--- config.mk ---
export PLATFORM = sky130hd
export DESIGN_NAME = prm_top
export DESIGN_NICKNAME = d
export VERILOG_FILES = /design/src/inc/prm_pkg.sv /design/src/rtl/prm_pin_cell.sv /design/src/rtl/prm_top.sv
export SDC_FILE = /design/constraint.sdc
export NUM_CORES = 1
export LEC_CHECK = 0
export CAP_MARGIN = 20
export CORE_AREA = 10 10 282 284
export DETAILED_ROUTE_END_ITERATION = 8
export DIE_AREA = 0 0 292 294
export DONT_BUFFER_PORTS = 1
export GPL_TIMING_DRIVEN = 0
export PLACE_DENSITY_LB_ADDON = 0.3
export SLEW_MARGIN = 30
export SYNTH_ARGS = -nofsm -noshare
export SYNTH_HDL_FRONTEND = slang
export SYNTH_HIERARCHICAL = 1
export SYNTH_SLANG_ARGS = --single-unit
--- constraint.sdc ---
create_clock -name i_clk -period 2.6 [get_ports i_clk]
set_clock_uncertainty 0.1 [all_clocks]
set_input_delay 0.26 -clock i_clk [delete_from_list [all_inputs] [get_ports i_clk]]
set_output_delay 0.26 -clock i_clk [all_outputs]
set_load 0.02 [all_outputs]
--- src/inc/prm_pkg.sv ---
// Constants and types shared by the pin, reset and mode control block
// =====================================================================
// How it works
// - Any reset drives the reset pin low for about 66 bus cycles.
// - Each reset sets the flag of its source in the cause status.
// - Reset pin is open drain; a low level from outside requests reset.
// - During power-on or debug-forced reset the debug pin is a mode input.
// - When any reset ends the debug pin becomes the debug line.
// - Debug pin high at release of a power-on or debug-forced reset selects normal run mode.
// - One debug bit lasts 16 debug clock cycles.
// - Debug clock may equal the full bus clock; timing stays correct.
// - The debug line driver emits short driven-high speedup pulses.
// - Up to 22 general-purpose pins, each shared with peripherals.
// - Output pins choose one of two drive strengths and slew limiting.
// - Input pins may enable an internal pull-up.
// - After reset each pin is a high-impedance input, pull-up off.
// - Peripheral owns the buffer enable; direction bit selects read data.
// - Ganged pins drive identically for more current when tied.
// - Alternates win in fixed order, fifth highest; port use lowest.
// - Ganged pins beat all digital modules and follow the master pin.
// - Comparator and converter both connect when both enabled.
package prm_pkg;

   // =================================================================
   // Sizes
   localparam int PRM_NUM_PINS    = 22;
   localparam int PRM_NUM_ALT     = 5;
   localparam int PRM_GANG_MASTER = 8;

   // =================================================================
   // Reset stretch, in bus cycles
   localparam int         PRM_RST_CYCLES = 66;
   localparam logic [6:0] PRM_RST_LAST   = 7'(PRM_RST_CYCLES - 1);

   // =================================================================
   // Debug bit time, in debug clock cycles
   localparam int         PRM_BIT_CYCLES = 16;
   localparam logic [3:0] PRM_BIT_LAST   = 4'(PRM_BIT_CYCLES - 1);

   // =================================================================
   // Reset cause status bit positions and values
   localparam int         PRM_CAUSE_POR  = 7;
   localparam int         PRM_CAUSE_PIN  = 6;
   localparam int         PRM_CAUSE_COP  = 5;
   localparam int         PRM_CAUSE_ILOP = 4;
   localparam int         PRM_CAUSE_DBGF = 2;
   localparam int         PRM_CAUSE_LVD  = 1;
   localparam logic [7:0] PRM_CAUSE_RST  = 8'h80;

   // =================================================================
   // Values after reset
   localparam logic PRM_MODE_RST  = 1'b0;
   localparam logic PRM_STRAP_RST = 1'b1;

   typedef enum logic [1:0] {
      RS_IDLE      = 2'b00,
      RS_STRETCH   = 2'b01,
      RS_WAIT_HIGH = 2'b10
   } prm_rst_state_type;

endpackage

--- src/rtl/prm_pin_cell.sv ---
// Priority selection of one shared pin's output and enable
`timescale 1ns/1ps
module prm_pin_cell #(
   parameter int NUM_ALT = prm_pkg::PRM_NUM_ALT
) (
   input  wire logic               i_gang_en,
   input  wire logic               i_gang_data,
   input  wire logic [NUM_ALT-1:0] i_alt_en,
   input  wire logic [NUM_ALT-1:0] i_alt_out,
   input  wire logic [NUM_ALT-1:0] i_alt_oe,
   input  wire logic               i_port_data,
   input  wire logic               i_port_dir,
   output logic                    o_out,
   output logic                    o_oe
);
   import prm_pkg::*;

   always_comb begin
      o_out = i_port_data;
      o_oe  = i_port_dir;
      // Later alternates overwrite earlier ones
      for (int k = 0; k < NUM_ALT; k++) begin
         if (i_alt_en[k]) begin
            o_out = i_alt_out[k];
            o_oe  = i_alt_oe[k];
         end
      end
      // Ganged drive overrides every digital module
      if (i_gang_en) begin
         o_out = i_gang_data;
         o_oe  = 1'b1;
      end
   end

endmodule // prm_pin_cell

--- src/rtl/prm_top.sv ---
// Reset stretch, boot mode strap, debug line and shared port pin control
`timescale 1ns/1ps
module prm_top #(
   parameter int NUM_PINS    = prm_pkg::PRM_NUM_PINS,
   parameter int NUM_ALT     = prm_pkg::PRM_NUM_ALT,
   parameter int GANG_MASTER = prm_pkg::PRM_GANG_MASTER
) (
   input  wire logic                               i_clk,
   input  wire logic                               i_rst,
   input  wire logic                               i_ce,
   // Reset pin and internal reset sources
   input  wire logic                               i_rst_pin_in,
   output logic                                    o_rst_pin_out,
   output logic                                    o_rst_pin_oe,
   input  wire logic                               i_por,
   input  wire logic                               i_lvd,
   input  wire logic                               i_cop,
   input  wire logic                               i_ill_op,
   input  wire logic                               i_dbg_force_rst,
   output logic                                    o_int_reset,
   output logic [7:0]                              o_reset_cause_status,
   output logic                                    o_boot_mode_strap,
   // Debug/mode select pin and debug controller side
   input  wire logic                               i_dbg_pin_in,
   output logic                                    o_dbg_pin_out,
   output logic                                    o_dbg_pin_oe,
   input  wire logic                               i_dbg_drive_low,
   input  wire logic                               i_dbg_bit_run,
   output logic                                    o_dbg_rx,
   output logic                                    o_dbg_bit_tick,
   // Port pins
   input  wire logic [NUM_PINS-1:0]                i_port_data,
   input  wire logic [NUM_PINS-1:0]                i_port_dir,
   input  wire logic [NUM_PINS-1:0]                i_hi_drive,
   input  wire logic [NUM_PINS-1:0]                i_slew_en,
   input  wire logic [NUM_PINS-1:0]                i_pullup_en,
   input  wire logic [NUM_PINS-1:0]                i_gang_en,
   input  wire logic [NUM_PINS-1:0][NUM_ALT-1:0]   i_alt_en,
   input  wire logic [NUM_PINS-1:0][NUM_ALT-1:0]   i_alt_out,
   input  wire logic [NUM_PINS-1:0][NUM_ALT-1:0]   i_alt_oe,
   input  wire logic [NUM_PINS-1:0]                i_acmp_en,
   input  wire logic [NUM_PINS-1:0]                i_adc_en,
   input  wire logic [NUM_PINS-1:0]                i_pin_in,
   output logic [NUM_PINS-1:0]                     o_pin_out,
   output logic [NUM_PINS-1:0]                     o_pin_oe,
   output logic [NUM_PINS-1:0]                     o_pin_hi_drive,
   output logic [NUM_PINS-1:0]                     o_pin_slew,
   output logic [NUM_PINS-1:0]                     o_pin_pullup,
   output logic [NUM_PINS-1:0]                     o_port_read,
   output logic [NUM_PINS-1:0]                     o_alt_in,
   output logic [NUM_PINS-1:0]                     o_acmp_conn,
   output logic [NUM_PINS-1:0]                     o_adc_conn
);
   import prm_pkg::*;

   // =================================================================
   // Input synchronisers
   logic                rst_s1_reg, rst_s2_reg;
   logic                dbg_s1_reg, dbg_s2_reg;
   logic [NUM_PINS-1:0] pin_s1_reg, pin_s2_reg;

   always_ff @(posedge i_clk) begin
      if (i_rst) begin
         rst_s1_reg <= 1'b1;
         rst_s2_reg <= 1'b1;
         dbg_s1_reg <= 1'b1;
         dbg_s2_reg <= 1'b1;
         pin_s1_reg <= '0;
         pin_s2_reg <= '0;
      end else if (i_ce) begin
         rst_s1_reg <= i_rst_pin_in;
         rst_s2_reg <= rst_s1_reg;
         dbg_s1_reg <= i_dbg_pin_in;
         dbg_s2_reg <= dbg_s1_reg;
         pin_s1_reg <= i_pin_in;
         pin_s2_reg <= pin_s1_reg;
      end
   end

   // =================================================================
   // Reset sequencer
   prm_rst_state_type state_reg, state_next;
   logic [6:0]        cnt_reg, cnt_next;
   logic [7:0]        cause_reg, cause_next;
   logic              strap_src_reg, strap_src_next;
   logic              boot_reg, boot_next;
   logic              rst_oe_reg, rst_oe_next;
   logic [7:0]        src;
   logic              int_req;
   logic              pin_low;

   assign pin_low = ~rst_s2_reg;
   assign int_req = i_por | i_lvd | i_cop | i_ill_op | i_dbg_force_rst;

   always_comb begin
      src                 = '0;
      src[PRM_CAUSE_POR]  = i_por;
      src[PRM_CAUSE_LVD]  = i_lvd;
      src[PRM_CAUSE_COP]  = i_cop;
      src[PRM_CAUSE_ILOP] = i_ill_op;
      src[PRM_CAUSE_DBGF] = i_dbg_force_rst;
      // Own drive reads back low, so the pin counts only when idle
      src[PRM_CAUSE_PIN]  = pin_low && (state_reg == RS_IDLE);
      state_next     = state_reg;
      cnt_next       = cnt_reg;
      cause_next     = cause_reg;
      strap_src_next = strap_src_reg;
      boot_next      = boot_reg;
      unique case (state_reg)
         RS_IDLE: begin
            if (|src) begin
               state_next     = RS_STRETCH;
               cnt_next       = '0;
               cause_next     = src;
               strap_src_next = i_por | i_dbg_force_rst;
            end
         end
         RS_STRETCH: begin
            if (int_req) begin
               cnt_next       = '0;
               cause_next     = cause_reg | src;
               strap_src_next = strap_src_reg | i_por | i_dbg_force_rst;
            end else if (cnt_reg == PRM_RST_LAST) begin
               state_next = RS_WAIT_HIGH;
            end else begin
               cnt_next = cnt_reg + 7'h01;
            end
         end
         RS_WAIT_HIGH: begin
            if (int_req) begin
               state_next     = RS_STRETCH;
               cnt_next       = '0;
               cause_next     = cause_reg | src;
               strap_src_next = strap_src_reg | i_por | i_dbg_force_rst;
            end else if (!pin_low) begin
               // Pin back high: internal reset ends here
               state_next = RS_IDLE;
               if (strap_src_reg) begin
                  boot_next      = ~dbg_s2_reg;
                  strap_src_next = 1'b0;
               end
            end
         end
         default: begin
            state_next = RS_IDLE;
         end
      endcase
      rst_oe_next = (state_next == RS_STRETCH);
   end

   always_ff @(posedge i_clk) begin
      if (i_rst) begin
         // Power-up behaves as a power-on reset with a full stretch
         state_reg     <= RS_STRETCH;
         cnt_reg       <= '0;
         cause_reg     <= PRM_CAUSE_RST;
         strap_src_reg <= PRM_STRAP_RST;
         boot_reg      <= PRM_MODE_RST;
         rst_oe_reg    <= 1'b1;
      end else if (i_ce) begin
         state_reg     <= state_next;
         cnt_reg       <= cnt_next;
         cause_reg     <= cause_next;
         strap_src_reg <= strap_src_next;
         boot_reg      <= boot_next;
         rst_oe_reg    <= rst_oe_next;
      end
   end

   assign o_rst_pin_out        = 1'b0;
   assign o_rst_pin_oe         = rst_oe_reg;
   assign o_int_reset          = (state_reg != RS_IDLE);
   assign o_reset_cause_status = cause_reg;
   assign o_boot_mode_strap    = boot_reg;

   // =================================================================
   // Debug line: open drain with a one-cycle driven-high speedup
   logic       in_rst_next;
   logic       drv_d_reg, drv_d_next;
   logic       dbg_out_reg, dbg_out_next;
   logic       dbg_oe_reg, dbg_oe_next;
   logic       rx_reg, rx_next;
   logic [3:0] bit_cnt_reg, bit_cnt_next;
   logic       speed;

   always_comb begin
      // Debug role only outside reset; a mode input while in it
      in_rst_next  = (state_next != RS_IDLE);
      drv_d_next   = i_dbg_drive_low & ~in_rst_next;
      speed        = drv_d_reg & ~i_dbg_drive_low & ~in_rst_next;
      dbg_oe_next  = ~in_rst_next & (i_dbg_drive_low | speed);
      dbg_out_next = speed;
      rx_next      = in_rst_next | dbg_s2_reg;
      // Bit timer on the bus clock, so full-rate debug clock is fine
      if (!i_dbg_bit_run || o_int_reset || bit_cnt_reg == PRM_BIT_LAST) begin
         bit_cnt_next = '0;
      end else begin
         bit_cnt_next = bit_cnt_reg + 4'h1;
      end
   end

   always_ff @(posedge i_clk) begin
      if (i_rst) begin
         drv_d_reg   <= 1'b0;
         dbg_out_reg <= 1'b0;
         dbg_oe_reg  <= 1'b0;
         rx_reg      <= 1'b1;
         bit_cnt_reg <= '0;
      end else if (i_ce) begin
         drv_d_reg   <= drv_d_next;
         dbg_out_reg <= dbg_out_next;
         dbg_oe_reg  <= dbg_oe_next;
         rx_reg      <= rx_next;
         bit_cnt_reg <= bit_cnt_next;
      end
   end

   assign o_dbg_pin_out  = dbg_out_reg;
   assign o_dbg_pin_oe   = dbg_oe_reg;
   assign o_dbg_rx       = rx_reg;
   assign o_dbg_bit_tick = i_ce & i_dbg_bit_run & ~o_int_reset &
                           (bit_cnt_reg == PRM_BIT_LAST);

   // =================================================================
   // Shared port pins
   logic [NUM_PINS-1:0] cell_out, cell_oe;
   logic [NUM_PINS-1:0] out_reg, out_next, oe_reg, oe_next;
   logic [NUM_PINS-1:0] hi_reg, hi_next, slew_reg, slew_next;
   logic [NUM_PINS-1:0] pull_reg, pull_next, read_reg, read_next;
   logic [NUM_PINS-1:0] acmp_reg, acmp_next, adc_reg, adc_next;

   for (genvar g = 0; g < NUM_PINS; g++) begin : g_pin
      prm_pin_cell #(
         .NUM_ALT     (NUM_ALT)
      ) u_cell (
         .i_gang_en   (i_gang_en[g]),
         .i_gang_data (i_port_data[GANG_MASTER]),
         .i_alt_en    (i_alt_en[g]),
         .i_alt_out   (i_alt_out[g]),
         .i_alt_oe    (i_alt_oe[g]),
         .i_port_data (i_port_data[g]),
         .i_port_dir  (i_port_dir[g]),
         .o_out       (cell_out[g]),
         .o_oe        (cell_oe[g])
      );
   end

   always_comb begin
      out_next  = cell_out;
      oe_next   = cell_oe;
      // Ganged pins take strength and slew from the master
      hi_next   = (i_gang_en & {NUM_PINS{i_hi_drive[GANG_MASTER]}}) |
                  (~i_gang_en & i_hi_drive);
      slew_next = (i_gang_en & {NUM_PINS{i_slew_en[GANG_MASTER]}}) |
                  (~i_gang_en & i_slew_en);
      pull_next = i_pullup_en & ~cell_oe;
      read_next = (i_port_dir & i_port_data) | (~i_port_dir & pin_s2_reg);
      acmp_next = i_acmp_en;
      adc_next  = i_adc_en;
   end

   always_ff @(posedge i_clk) begin
      if (i_rst) begin
         // Inputs, high impedance, pull-ups off
         out_reg  <= '0;
         oe_reg   <= '0;
         hi_reg   <= '0;
         slew_reg <= '0;
         pull_reg <= '0;
         read_reg <= '0;
         acmp_reg <= '0;
         adc_reg  <= '0;
      end else if (i_ce) begin
         out_reg  <= out_next;
         oe_reg   <= oe_next;
         hi_reg   <= hi_next;
         slew_reg <= slew_next;
         pull_reg <= pull_next;
         read_reg <= read_next;
         acmp_reg <= acmp_next;
         adc_reg  <= adc_next;
      end
   end

   assign o_pin_out      = out_reg;
   assign o_pin_oe       = oe_reg;
   assign o_pin_hi_drive = hi_reg;
   assign o_pin_slew     = slew_reg;
   assign o_pin_pullup   = pull_reg;
   assign o_port_read    = read_reg;
   assign o_alt_in       = pin_s2_reg;
   assign o_acmp_conn    = acmp_reg;
   assign o_adc_conn     = adc_reg;

   logic strap_latch;
   assign strap_latch = i_ce && state_reg == RS_WAIT_HIGH && state_next == RS_IDLE && strap_src_reg;
endmodule // prm_top

==> impl_metrics.csv, run 1 <==
group,metric,value,unit
outcome,outcome,"completed",
floorplan,dieArea,85800,µm²
layout,layout_common_cells,"280 x dlygate4sd3_1, 261 x nor2_1, 250 x dfxtp_1",
setup_path,path_max_fanout,11,
synthesis,ys_seq_elements,250,
floorplan,boundaryPins,754,
grt,grt_pass1_vias,13300,
layout,area_delta_synth_final,40.0,%
synthesis,postSynthAreaPerCell,9.08,µm²
setup_path,cp.required,2240,ps
grt,grt_pass1_wl,111000,µm
floorplan,die_h,294,µm
route,drcViolationCount,0,
job,drv_cap,0,
route,wire_per_inst,30.3,µm
power,powerDensity,594,nW/µm²
route,drtAntennaViolNets,0,
timing,worst_slew_pin_slew,1000,ps
timing,setup_tns,0,ps
layout,multi_input_area,7150,µm²
route,drt_pre_antenna_iters,5,
route,drt_iter0_drc,639,
clocking,clk_pin_slew,60,ps
timing,fmax,413,MHz
synthesis,yosysWarnings,6,
timing,rsz0062_at_grt,"no",
layout,fillers,7987,
timing,max_slew_margin,0.331,
clocking,clk_path_buf_depth,3,
layout,nets,2254,
floorplan,initial_core_util,0.171,
grt,gr-total-overflow,0,
layout,drive_above_1_share,0.0687,
synthesis,ys_types,50,
setup_path,critPathKind,"register to output port",
clocking,root_buffer,"clkbuf_16",
timing,setup-violations-final,0,
clocking,cts_buffers,31,
clocking,clock_sinks,250,
route,vias_per_cell,4.62,
synthesis,synth_seq_area_share,0.396,
min_path,hold_path_class,"primary input to register",
setup_path,cp-start-kind,"register",
layout,layout_commonest_cell,"dlygate4sd3_1",
floorplan,core,73900,µm²
synthesis,synth-edff-count,0,
power,vdd_drop_max,464,µV
route,num_vias,12500,
clocking,tritoncts,"done",
layout,seqCellArea,5000,µm²
synthesis,synthCells,1393,
clocking,htree_levels,1,
placement,hpwlAfterDp,66400,µm
setup_path,critPathCaptureType,"output port",
setup_path,reg2reg_depth,7,
synthesis,synthArstFlopShare,0,
timing,hold_viol,0,
synthesis,netlist_area,12600,µm²
grt,antenna_found_initial,12,
placement,io_buffers,0,
clocking,clk_latency,580,ps
placement,place_ws,-275,ps
power,power_leakage,6.96,nW
timing,worst_slack,176,ps
route,routed_wirelength,82000,µm
timing,fin_crit,2420,ps
floorplan,core.rowCount,100,
grt,grt_max_degree,25,
grt,grt_usage,0.181,
timing,min_period_over_period,0.932,
timing,finalMaxSlewViolations,0,
setup_path,worstPathArrival,2060,ps
floorplan,fp.dieW,292,µm
min_path,hold_depth,2,
placement,place_congestion,0.918,
synthesis,dominantRegCellSynth,"dfxtp_1",
layout make-up:
class	count	area share
diodes	7	0.000990
plain buffers	74	0.0175
clock buffers	42	0.0479
clock inverters	15	0.00869
inverters	55	0.0117
multi-input cells	1015	0.404
flip-flops and latches	250	0.283
well taps	969	0.0685
repair buffers	280	0.158
worst max-delay path, cell delays in order (launching register included):
cell	delay [ps]
dfxtp_1	340
inv_1	160
ha_1	410
and3_1	240
nor2b_2	350
timing repair:
item                       in CTS  in global routing
setup endpoints to repair       1                  0
gates resized for setup         1                  0
hold endpoints to repair      194                  0
hold buffers                  280                  0
setup buffers                   0                  0
cell usage after synthesis (all sizes together), types with 5 or more instances:
cell	instances	area, µm²
inv	55	206
nor3b	67	503
a221oi	44	523
ha	7	87.6
o21ai	32	160
nand3	7	35.0
a2111o	22	248
mux2i	247	2470
nor2b	23	199
dfxtp	250	5000
a21o	23	173
a21oi	56	280
nand3b	23	173
a211oi	98	736
xnor2	5	43.8
buf	25	105
nand2	63	236
clkbuf	50	189
nor2	261	980
report_power, final:
part | total [W] | switching, W | internal, W | leakage, nW
Sequential | 0.00455 | 0.000488 | 0.00406 | 2.06
Clock | 0.00432 | 0.00183 | 0.00249 | 0.479
Combinational | 0.00164 | 0.000832 | 0.000812 | 4.42
through the flow:
step	hold slack, ps	std cells	cell area [µm²]	total power (W)	util
3_3_place_gp	293	2364	13900	0.00586	0.187
2_1_floorplan	281	1395	12600	0.00533	-
5_1_grt	48.1	2704	17700	0.0110	0.239
3_5_place_dp	294	2364	13900	0.00587	0.188
4_1_cts	0.359	2700	17700	0.0107	0.239
6_report	23.4	2707	17700	0.0105	0.239
kinds of logic after synthesis:
logic type / synth area share
mux: 0.196
simple gates: 0.177
other cells: 0.000297
flops: 0.396
buf+inv: 0.0396
compound gates: 0.179
fa+ha+maj: 0.00693
xor+xnor: 0.00416
worst paths after layout:
| check | to | slack, ps | from |
|---|---|---|---|
| min reg2reg | dbg_s1_reg$_SDFFE_PP1P_ | 380 | dbg_s1_reg$_SDFFE_PP1P_ |
| max reg2reg | o_dbg_rx$_SDFFE_PP1P_ | 230 | state_reg[0]$_SDFFE_PP1P_ |
| max | o_dbg_bit_tick | 180 | state_reg[0]$_SDFFE_PP1P_ |
| min | o_pin_hi_drive[7]$_SDFFE_PP0P_ | 20 | i_gang_en[7] |
routing by layer:
metal,GRT usage,routed length [µm],vias up
met5,0,40,-
met4,0.0695,2810,6
met3,0.0488,6270,103
met2,0.334,42300,672
met1,0.192,30600,6048
li1,-,-,5683
(Power assumes the default switching activity.)
==> run 2, diff against run 1 <==
RECOVER_POWER = 100   (was default)
==> run 2 against run 1 <==
  * Register-to-register slack about the same
  * Power about the same
  * Worst setup slack improved by 0.70 ps
  * Largest power group unchanged
  * Non-clock buffer count unchanged
  * Combinational power is essentially flat
  * Routed wire length hardly changed
  * Die area stayed put
  * Global-route usage did not move
==> impl_metrics.csv, run 2 (synthesis gave the netlist of run 1 again) <==
group,metric,value,unit
floorplan,initial_core_util,0.171,
floorplan,dieArea,85800,µm²
placement,place_congestion,0.918,
clocking,htree_levels,1,
route,routed_wirelength,81900,µm
setup_path,cp-start-kind,"register",
layout,multi_input_area,7140,µm²
layout,fin_cells,2706,
layout,drive_above_1_share,0.0635,
timing,min_period_over_period,0.932,
min_path,hold_depth,2,
clocking,root_buffer,"clkbuf_16",
setup_path,cp.required,2240,ps
clocking,clk_latency,580,ps
setup_path,worstPathArrival,2060,ps
power,power_leakage,6.93,nW
job,drv_cap,0,
layout,nets,2254,
floorplan,core.rowCount,100,
setup_path,max_stage_delay,410,ps
setup_path,path_delay_family,"simple AND/OR/NAND/NOR gates",
placement,dp_cells,2364,
grt,antenna_found_initial,12,
floorplan,die_h,294,µm
grt,grt_pass1_vias,13300,
setup_path,cp_num_buf_inv,1,
clocking,clock_sinks,250,
clocking,tritoncts,"done",
timing,rsz0062_at_grt,"no",
min_path,hold_path_class,"primary input to register",
grt,grt_usage,0.181,
floorplan,boundaryPins,754,
grt,grt_pass1_wl,111000,µm
min_path,min_from,"i_hi_drive[4]",
clocking,clk_pin_slew,60,ps
layout,fillers,7990,
timing,fin_crit,2420,ps
placement,io_buffers,0,
power,powerDensity,595,nW/µm²
layout,seqCellArea,5000,µm²
setup_path,rrSetupSlack,230,ps
timing,max_slew_margin,0.120,
timing,finalMaxSlewViolations,0,
setup_path,r2r_start,"state_reg[0]$_SDFFE_PP1P_",
grt,grt_max_degree,25,
route,num_vias,12500,
route,drtAntennaViolNets,0,
clocking,clk_path_buf_depth,3,
route,drt_pre_antenna_iters,5,
layout,layout_commonest_cell,"dlygate4sd3_1",
setup_path,critPathCaptureType,"output port",
power,power,0.0105,W
min_path,hold_end,"o_pin_hi_drive[4]$_SDFFE_PP0P_",
clocking,cts_buffers,31,
setup_path,critPathSlowestCell,"ha_1",
setup_path,path_cells,"inv_1 > ha_1 > and3_1 > nor2b_2",
timing,hold_viol,0,
setup_path,path_max_fanout,11,
route,drcViolationCount,0,
layout,final_util,0.239,
timing,setup-violations-final,0,
layout,area_delta_synth_final,39.9,%
setup_path,r2r_end,"o_dbg_rx$_SDFFE_PP1P_",
timing,fmax,413,MHz
setup_path,reg2reg_depth,7,
outcome,outcome,"completed",
timing,worst_slew_pin_slew,1320,ps
power,vdd_drop_max,461,µV
setup_path,critPathKind,"register to output port",
layout,layout_common_cells,"280 x dlygate4sd3_1, 261 x nor2_1, 250 x dfxtp_1",
floorplan,core,73900,µm²
route,vias_per_cell,4.62,
placement,hpwlAfterDp,66400,µm
route,wire_per_inst,30.3,µm
floorplan,fp.dieW,292,µm
grt,gr-total-overflow,0,
timing,setup_tns,0,ps
route,drt_iter0_drc,626,
run 2: cell count changes in the layout (fill, tap and decap cells not counted), sizes merged:
cell | previous run | this run
buf | 24 | 8
diode | 7 | 6
clkbuf | 92 | 108
run 2: routing by layer:
layer  routed length [µm]  vias up  part of all wire  GRT usage
li1                     -     5681                 -          -
met1                30500     6013              0.37      0.192
met2                42300      689              0.52      0.334
met3                 6330      108             0.077     0.0488
met4                 2850        6             0.035     0.0695
met5                   40        -           0.00049          0
run 2: area by class of cell:
type,instances,area share
diodes,6,0.000849
well taps,969,0.0686
multi-input cells,1015,0.404
repair buffers,280,0.159
plain buffers,74,0.0170
clock inverters,15,0.00870
clock buffers,42,0.0479
flip-flops and latches,250,0.283
inverters,55,0.0117
run 2: worst reg2reg max path, delay by kind of cell (launching register included):
family / cells / cell delay (ps)
AO/OA/AOI/OAI: 3 / 820
buffers and inverters: 2 / 420
flip-flops: 1 / 380
adder cells (fa/ha/maj): 1 / 350
AND/OR/NAND/NOR: 1 / 190
run 2: timing repair:
action	in CTS	in global routing
buffers inserted	0	0
endpoints found under the hold margin	194	0
setup endpoints to repair	1	0
hold buffers	280	0
gates resized for setup	1	0
run 2: how the worst max path moves through the flow:
stage	from	end	slack, ps	depth (start not counted)
final	state_reg[0]$_SDFFE_PP1P_	o_dbg_bit_tick	180	4
after global routing	state_reg[0]$_SDFFE_PP1P_	o_dbg_bit_tick	30	4
after CTS	state_reg[0]$_SDFFE_PP1P_	o_dbg_bit_tick	130	4
after detailed placement	i_ce	o_pin_pullup[9]$_SDFFE_PP0P_	-280	5
after global placement	i_ce	o_pin_out[17]$_SDFFE_PP0P_	-340	5
after floorplan	i_dbg_force_rst	o_dbg_rx$_SDFFE_PP1P_	350	6
run 2: report_power, final:
group / total, W / internal (W) / switching [W]
sequential: 0.00455 / 0.00406 / 0.000488
combinational: 0.00165 / 0.000811 / 0.000835
clock: 0.00432 / 0.00249 / 0.00183
run 2: stage by stage:
step	hold slack (ps)	instance area (µm²)	worst slack, ps
2_1_floorplan	281	12600	352
3_3_place_gp	293	13900	-340
3_5_place_dp	294	13900	-275
4_1_cts	0.359	17700	135
5_1_grt	48.1	17700	32.6
6_report	24.7	17700	177
